`src/tuner_link_pkg.sv`:
```
package tuner_link_pkg;

	// ----------------------------------------
	// Word layout
	// ----------------------------------------
	localparam int WORD_BITS        = 8;
	localparam int CAP_BITS         = 5;
	localparam int HOLD_BIT_POS     = 5;
	localparam int CAP_MSB_POS      = 4;
	localparam int CAP_LSB_POS      = 0;
	localparam int TOP_ZERO_MSB     = 7;
	localparam int TOP_ZERO_LSB     = 6;

	// ----------------------------------------
	// Reset values
	// ----------------------------------------
	localparam logic [7:0] WORD_RESET = 8'h00;
	localparam logic [4:0] CAP_RESET  = 5'h00;

	// ----------------------------------------
	// Timing (core clock 40 MHz)
	// ----------------------------------------
	localparam real CORE_PERIOD_NS   = 25.0;
	localparam real SEL_LOW_MIN_NS   = 38.4;
	localparam real SEL_SETUP_MIN_NS = 19.2;
	localparam real WAKE_MAX_US      = 20.0;
	localparam int  SEL_LOW_CYC      = (SEL_LOW_MIN_NS / CORE_PERIOD_NS) > 1.0 ?
		int'($ceil(SEL_LOW_MIN_NS / CORE_PERIOD_NS)) : 1;
	localparam int  SEL_SETUP_CYC    = (SEL_SETUP_MIN_NS / CORE_PERIOD_NS) > 1.0 ?
		int'($ceil(SEL_SETUP_MIN_NS / CORE_PERIOD_NS)) : 1;
	localparam int  WAKE_CYC         = int'($ceil(WAKE_MAX_US * 1000.0 / CORE_PERIOD_NS));
	localparam int  LINK_HALF_CYC    = 4;

	// ----------------------------------------
	// Master command registers
	// ----------------------------------------
	localparam logic [1:0] ADDR_CTRL   = 2'h0;
	localparam logic [1:0] ADDR_WORD   = 2'h1;
	localparam logic [1:0] ADDR_STATUS = 2'h2;
	localparam int  CTRL_GO_POS        = 0;
	localparam int  ST_BUSY_POS        = 0;
	localparam int  ST_WAKE_POS        = 1;

endpackage

```
`src/tuner_link_if.sv`:
```
`timescale 1ns/1ps
interface tuner_link_if;
	logic tuner_select;
	logic shift_clk;
	logic shift_data_pin;

	modport master (
		output tuner_select,
		output shift_clk,
		output shift_data_pin
	);
	modport tuner (
		input  tuner_select,
		input  shift_clk,
		input  shift_data_pin
	);
endinterface

```
`src/tuner_master.sv`:
```
`timescale 1ns/1ps
module tuner_master
	import tuner_link_pkg::*;
#(
	parameter int HALF_CYC = LINK_HALF_CYC,
	parameter int WAKE_CNT = WAKE_CYC
) (
	input  wire logic       core_clk_in,
	input  wire logic       arst_n_in,
	input  wire logic [1:0] addr_in,
	input  wire logic [7:0] wdata_in,
	input  wire logic       wr_in,
	input  wire logic       rd_in,
	output logic      [7:0] rdata_out,
	tuner_link_if.master    link
);
	typedef enum logic [2:0] {IDLE, GAP, SETUP, LOW, HIGH, TAIL} state_type;

	// ----------------------------------------
	// Registers and state
	// ----------------------------------------
	state_type            st_ff, nxt_st;
	logic [WORD_BITS-1:0] word_ff, nxt_word;
	logic [WORD_BITS-1:0] sh_ff, nxt_sh;
	logic [3:0]           bit_ff, nxt_bit;
	logic [15:0]          cnt_ff, nxt_cnt;
	logic [15:0]          wake_ff, nxt_wake;
	logic                 last_hold_ff, nxt_last_hold;
	logic                 sel_ff, nxt_sel;
	logic                 sck_ff, nxt_sck;
	logic                 sda_ff, nxt_sda;
	logic [7:0]           rdata_ff, nxt_rdata;
	logic                 go;

	assign go = wr_in && addr_in == ADDR_CTRL && wdata_in[CTRL_GO_POS];

	// Bus writes, read data, telegram sequencer
	always_comb begin
		nxt_st        = st_ff;
		nxt_word      = word_ff;
		nxt_sh        = sh_ff;
		nxt_bit       = bit_ff;
		nxt_cnt       = cnt_ff;
		nxt_wake      = (wake_ff != '0) ? wake_ff - 16'd1 : wake_ff;
		nxt_last_hold = last_hold_ff;
		nxt_sel       = sel_ff;
		nxt_sck       = sck_ff;
		nxt_sda       = sda_ff;
		nxt_rdata     = 8'h00;
		if (wr_in && addr_in == ADDR_WORD) begin
			// Top bits forced to zero
			nxt_word = {2'b00, wdata_in[HOLD_BIT_POS:0]};
		end
		if (rd_in) begin
			unique case (addr_in)
				ADDR_WORD:   nxt_rdata = word_ff;
				ADDR_STATUS: nxt_rdata = {6'h00, wake_ff != '0, st_ff != IDLE};
				default:     nxt_rdata = 8'h00;
			endcase
		end
		unique case (st_ff)
			IDLE: if (go) begin
				nxt_sh  = word_ff;
				nxt_bit = 4'(WORD_BITS);
				nxt_cnt = 16'(SEL_LOW_CYC);
				nxt_st  = GAP;
			end
			GAP: begin
				if (cnt_ff > 16'd1) nxt_cnt = cnt_ff - 16'd1;
				else begin
					nxt_sel = 1'b1;
					nxt_cnt = 16'(HALF_CYC);
					nxt_st  = SETUP;
				end
			end
			SETUP, LOW: begin
				if (cnt_ff > 16'd1) nxt_cnt = cnt_ff - 16'd1;
				else begin
					nxt_sck = 1'b1;
					nxt_cnt = 16'(HALF_CYC);
					nxt_bit = bit_ff - 4'd1;
					nxt_st  = HIGH;
				end
				if (st_ff == SETUP && cnt_ff == 16'(HALF_CYC))
					nxt_sda = sh_ff[WORD_BITS-1];
			end
			HIGH: begin
				if (cnt_ff > 16'd1) nxt_cnt = cnt_ff - 16'd1;
				else begin
					nxt_sck = 1'b0;
					nxt_cnt = 16'(HALF_CYC);
					if (bit_ff == 4'd0) nxt_st = TAIL;
					else begin
						nxt_sh  = {sh_ff[WORD_BITS-2:0], 1'b0};
						nxt_sda = sh_ff[WORD_BITS-2];
						nxt_st  = LOW;
					end
				end
			end
			TAIL: begin
				if (cnt_ff > 16'd1) nxt_cnt = cnt_ff - 16'd1;
				else begin
					nxt_sel = 1'b0;
					nxt_sda = 1'b0;
					if (last_hold_ff && !word_ff[HOLD_BIT_POS])
						nxt_wake = 16'(WAKE_CNT);
					nxt_last_hold = word_ff[HOLD_BIT_POS];
					nxt_cnt = 16'(SEL_LOW_CYC);
					nxt_st  = IDLE;
				end
			end
		endcase
	end

	always_ff @(posedge core_clk_in or negedge arst_n_in) begin
		if (!arst_n_in) begin
			st_ff        <= IDLE;
			word_ff      <= WORD_RESET;
			sh_ff        <= WORD_RESET;
			bit_ff       <= '0;
			cnt_ff       <= '0;
			wake_ff      <= '0;
			last_hold_ff <= 1'b0;
			sel_ff       <= 1'b0;
			sck_ff       <= 1'b0;
			sda_ff       <= 1'b0;
			rdata_ff     <= 8'h00;
		end else begin
			st_ff        <= nxt_st;
			word_ff      <= nxt_word;
			sh_ff        <= nxt_sh;
			bit_ff       <= nxt_bit;
			cnt_ff       <= nxt_cnt;
			wake_ff      <= nxt_wake;
			last_hold_ff <= nxt_last_hold;
			sel_ff       <= nxt_sel;
			sck_ff       <= nxt_sck;
			sda_ff       <= nxt_sda;
			rdata_ff     <= nxt_rdata;
		end
	end

	assign link.tuner_select   = sel_ff;
	assign link.shift_clk      = sck_ff;
	assign link.shift_data_pin = sda_ff;
	assign rdata_out           = rdata_ff;
endmodule

```
`src/flat_wrapper.sv`:
```
// flat-port wrapper written by rule: the top's interface ports become plain ports
module tuner_master_flat import tuner_link_pkg::*;
#(
	parameter int HALF_CYC = LINK_HALF_CYC,
	parameter int WAKE_CNT = WAKE_CYC
)
  (core_clk_in, arst_n_in, addr_in, wdata_in, wr_in, rd_in, rdata_out, link_tuner_select, link_shift_clk, link_shift_data_pin);
  tuner_link_if link_i ();
  input  wire logic core_clk_in;
  input  wire logic arst_n_in;
  input  wire logic [1:0] addr_in;
  input  wire logic [7:0] wdata_in;
  input  wire logic wr_in;
  input  wire logic rd_in;
  output logic      [7:0] rdata_out;
  output wire logic [$bits(link_i.tuner_select)-1:0] link_tuner_select;
  output wire logic [$bits(link_i.shift_clk)-1:0] link_shift_clk;
  output wire logic [$bits(link_i.shift_data_pin)-1:0] link_shift_data_pin;
  assign link_tuner_select = link_i.tuner_select;
  assign link_shift_clk = link_i.shift_clk;
  assign link_shift_data_pin = link_i.shift_data_pin;
  tuner_master #(.HALF_CYC(HALF_CYC), .WAKE_CNT(WAKE_CNT)) u_core (.core_clk_in(core_clk_in), .arst_n_in(arst_n_in), .addr_in(addr_in), .wdata_in(wdata_in), .wr_in(wr_in), .rd_in(rd_in), .rdata_out(rdata_out), .link(link_i));
endmodule
```
`config.mk`:
```
export PLATFORM = sky130hd
export DESIGN_NAME = tuner_master_flat
export DESIGN_NICKNAME = d
export VERILOG_FILES = /design/src/tuner_link_pkg.sv /design/src/tuner_link_if.sv /design/src/tuner_master.sv /design/src/flat_wrapper.sv
export SDC_FILE = /design/constraint.sdc
export NUM_CORES = 1
export LEC_CHECK = 0
export BUFFER_PORTS_ARGS = -buffer_cell sky130_fd_sc_hd__buf_2
export CAP_MARGIN = 20
export CORE_MARGIN = 2
export CORE_UTILIZATION = 40
export CTS_CLUSTER_DIAMETER = 80
export DETAILED_ROUTE_END_ITERATION = 10
export GPL_TIMING_DRIVEN = 0
export PLACE_DENSITY = 0.67
export SLEW_MARGIN = 20
export SYNTH_ARGS = -nofsm -noshare
export SYNTH_HDL_FRONTEND = slang
export SYNTH_SLANG_ARGS = --single-unit
```
`constraint.sdc`:
```
create_clock -name core_clk_in -period 4.03 [get_ports core_clk_in]
set_input_delay 0.403 -clock core_clk_in [delete_from_list [all_inputs] [get_ports core_clk_in]]
set_output_delay 0.403 -clock core_clk_in [all_outputs]
set_load 0.1 [all_outputs]
```
==> results.json <==
{
  "swShare": 0.253,
  "fin_util": 0.470,
  "grt_pass1_vias": 2642,
  "area_growth_pct": 14.4,
  "cts.sinks": 63,
  "wl_um": 7040,
  "via_per_inst": 5.38,
  "max_freq_ghz": 0.443,
  "yosysSeqAreaShare": 0.470,
  "synth_area_mm2": 0.00336,
  "crit_arrival_ns": 2.49,
  "power_switching_uw": 331,
  "grt_max_degree": 48,
  "use_met3": 0.0308,
  "p_clk_frac": 0.436,
  "required_ns": 4.26,
  "core_area_mm2": 0.00818,
  "start_util": 0.411,
  "hold_viol_final": 0,
  "route.detailed.drc": 0,
  "busiest_layer": "met2",
  "grt_use_total": 0.174,
  "antenna_found_initial": 0,
  "finalCritPeriodShare": 0.560,
  "maxCapViolations": 0,
  "htreeDepth": 3,
  "grt_pass1_wl_um": 12300,
  "fp.dieH_um": 95.6,
  "die_w_um": 95.6,
  "cts_buffers": 9,
  "setup_viol": 0,
  "cts_tree": "done",
  "hpwl_um": 5030,
  "leakage_nw": 1.83,
  "final.setup.tns_ns": 0,
  "ir_drop_v": 0.000216,
  "p_comb_frac": 0.060,
  "post_cts.repair.setup_buffers": 0,
  "status": "finished, final reports clean",
  "clk_path_buf_depth": 2,
  "dr.pass1.iters": 6,
  "synthCells": 345,
  "ios": 25,
  "period_needed_ns": 2.26,
  "clock_skew_ns": 0.00550,
  "grt.met2_usage": 0.284,
  "seq_power_share": 0.504,
  "cp-end-kind": "flop",
  "dieArea_mm2": 0.00914,
  "worst_pin_slew_ns": 0.692,
  "synthFlopType": "dfrtp_1",
  "synth.avg_cell_area_um2": 9.73,
  "place_congestion": 0.796,
  "use_met1": 0.227,
  "hold_class": "input port to flop",
  "cts.clk_slew.worst_paths_ns": 0.08,
  "vias": 2633,
  "synth.distinct_cells": 58,
  "final_nets": 400,
  "power_mw": 1.31,
  "ys_seq_elements": 63,
  "drt-initial-drc-count": 104,
  "globalRoute.totalOverflow": 0,
  "ys.warnings.count": 0,
  "timing.final.max_slew_violations": 0,
  "synth_edf_count": 0,
  "crit_fanout": 7,
  "rsz0062_at_grt": "false",
  "clk_latency_ns": 0.34,
  "crit_type": "flop to flop",
  "layout-drive-gt1-share": 0.182,
  "p_int_uw": 977,
  "drtAntennaViolNets": 0,
  "diodes": 0,
  "start_kind": "flop",
  "port_buffers": 20,
  "cts.root.buffer_cell": "clkbuf_8",
  "relSlewSlack": 0.536,
  "synthArstFlopShare": 1.00,
  "routedWlPerCell_um": 14.4,
  "p_per_area_mw_per_mm2": 341,
  "rows": 33
}
-- registers in the layout, indices dropped and copies added (netlist names) --
register,cells
u_core.link.shift_data_pin,1
u_core.last_hold_ff,1
u_core.wake_ff,16
u_core.rdata_out,6
u_core.bit_ff,4
u_core.link.shift_clk,1
u_core.sh_ff,8
u_core.link.tuner_select,1
u_core.word_ff,6
u_core.st_ff,3
u_core.cnt_ff,16
-- Yosys cell counts (2+ instances only) --
master    count  area share
dfrtp_1      63        0.47
nand2_1      38       0.042
nor2_1       36       0.040
o21ai_0      29       0.043
inv_1        13       0.015
nor3_1       13       0.019
mux2i_1      12       0.036
a21oi_1      11       0.016
xor2_1        9       0.023
mux2_2        8       0.027
or3_1         8       0.015
and3_1        7       0.013
ha_1          7       0.026
nand3_1       7       0.010
nand4_1       6       0.011
nor2b_1       6       0.011
a22o_1        5       0.013
buf_4         5       0.011
clkbuf_1      5      0.0056
nor4_1        4      0.0075
and2_1        3      0.0056
nor3b_1       3      0.0067
o31ai_1       3      0.0067
a21o_1        2      0.0045
a31oi_1       2      0.0037
buf_2         2      0.0030
nor3_2        2      0.0060
nor4_2        2      0.0075
nor4_4        2       0.013
o211ai_1      2      0.0045
or3b_2        2      0.0052
xnor2_1       2      0.0052
-- per-layer routing --
layer | routed length (µm) | vias to the layer above | share of wire
li1 | - | 1285 | -
met1 | 3230 | 1278 | 0.46
met2 | 3390 | 58 | 0.48
met3 | 287 | 12 | 0.041
met4 | 136 | 0 | 0.019
met5 | 0 | - | 0
-- per-stage QoR --
step	cells	instance area (µm²)	setup WS, ns	hold WS [ns]
2_1_floorplan	346	3360	2.20	0.107
3_3_place_gp	471	3590	1.89	0.466
3_5_place_dp	472	3620	1.83	0.295
4_1_cts	489	3840	1.79	0.276
5_1_grt	489	3840	1.56	0.275
6_report	489	3840	1.77	0.287
-- cells by family (layout without fill, tap and decap cells) --
logic type / count (synthesis) / after routing / synth area share
and+or+nand+nor: 150 / 150 / 0.246
AOI/OAI and AO/OA: 67 / 67 / 0.128
DFF: 63 / 63 / 0.470
buffers and inverters: 25 / 63 / 0.0343
muxes: 21 / 21 / 0.0660
xor gates and xnor gates: 11 / 11 / 0.0287
adders and majority gates: 7 / 7 / 0.0261
other: 1 / 2 / 0.00112
-- path summary, 6_finish.rpt --
check	from	end	slack, ns	depth (start not counted)
max	u_core.cnt_ff[0]$_DFFE_PN0N_	u_core.cnt_ff[14]$_DFFE_PN0N_	1.77	7
min	wdata_in[4]	u_core.word_ff[4]$_DFFE_PN0P_	0.29	2
max reg2reg	u_core.cnt_ff[0]$_DFFE_PN0N_	u_core.cnt_ff[14]$_DFFE_PN0N_	1.77	7
min reg2reg	u_core.sh_ff[3]$_DFFE_PN0P_	u_core.sh_ff[3]$_DFFE_PN0P_	0.49	2
max in group asynchronous	arst_n_in	u_core.wake_ff[15]$_DFF_PN0_	3.06	3
min in group asynchronous	arst_n_in	u_core.link.shift_clk$_DFFE_PN0P_	0.47	2
-- layout make-up --
cell class                      instances  area, µm²
Buffer                                 12       66.3
Clock buffer                           10        138
Clock inverter                          6       70.1
Fill cell                             786       4340
Inverter                               13       48.8
Multi-Input combinational cell        258       1670
Sequential cell                        63       1580
Tap cell                              105        131
Timing Repair Buffer                   22        140
-- worst max-delay path, cell delays in order (launching register included) --
cell and delay, ns:
dfrtp_1 0.44, inv_1 0.10, ha_1 0.29, nor3b_1 0.61, nand3_1 0.21, nor3_1 0.21
o21ai_0 0.11, a21o_1 0.20
-- power by group through the flow --
stage	Sequential (mW)	Clock, mW	Combinational [mW]
final	0.659	0.571	0.0789
after CTS	0.659	0.580	0.0802
after global placement	0.671	0	0.0740
after floorplan	0.685	0	0.0318
after detailed placement	0.672	0	0.0793
after global routing	0.661	0.608	0.0870
-- what timing repair did --
action	4_1_cts	5_1_grt
hold buffers	1	0
hold endpoints to repair	16	0
gates resized for setup	0	0
-- placed cells by master (no fill, tap or decap), types with 3 or more instances in the layout --
cell type | Yosys | routed
clkbuf_8 | 0 | 10
xor2_1 | 9 | 9
and3_1 | 7 | 7
clkbuf_1 | 5 | 5
mux2_2 | 8 | 8
a22o_1 | 5 | 5
buf_2 | 2 | 21
or3_1 | 8 | 8
clkinvlp_4 | 0 | 3
nor4_1 | 4 | 4
nand2_1 | 38 | 38
nand4_1 | 6 | 6
nor3_1 | 13 | 13
o31ai_1 | 3 | 3
buf_4 | 5 | 6
inv_1 | 13 | 13
nor3b_1 | 3 | 3
nand3_1 | 7 | 7
o21ai_0 | 29 | 29
mux2i_1 | 12 | 12
nor2b_1 | 6 | 6
nor2_1 | 36 | 36
dfrtp_1 | 63 | 63
a21oi_1 | 11 | 11
ha_1 | 7 | 7
and2_1 | 3 | 3
No activity file was read; power rests on OpenSTA's default activity.
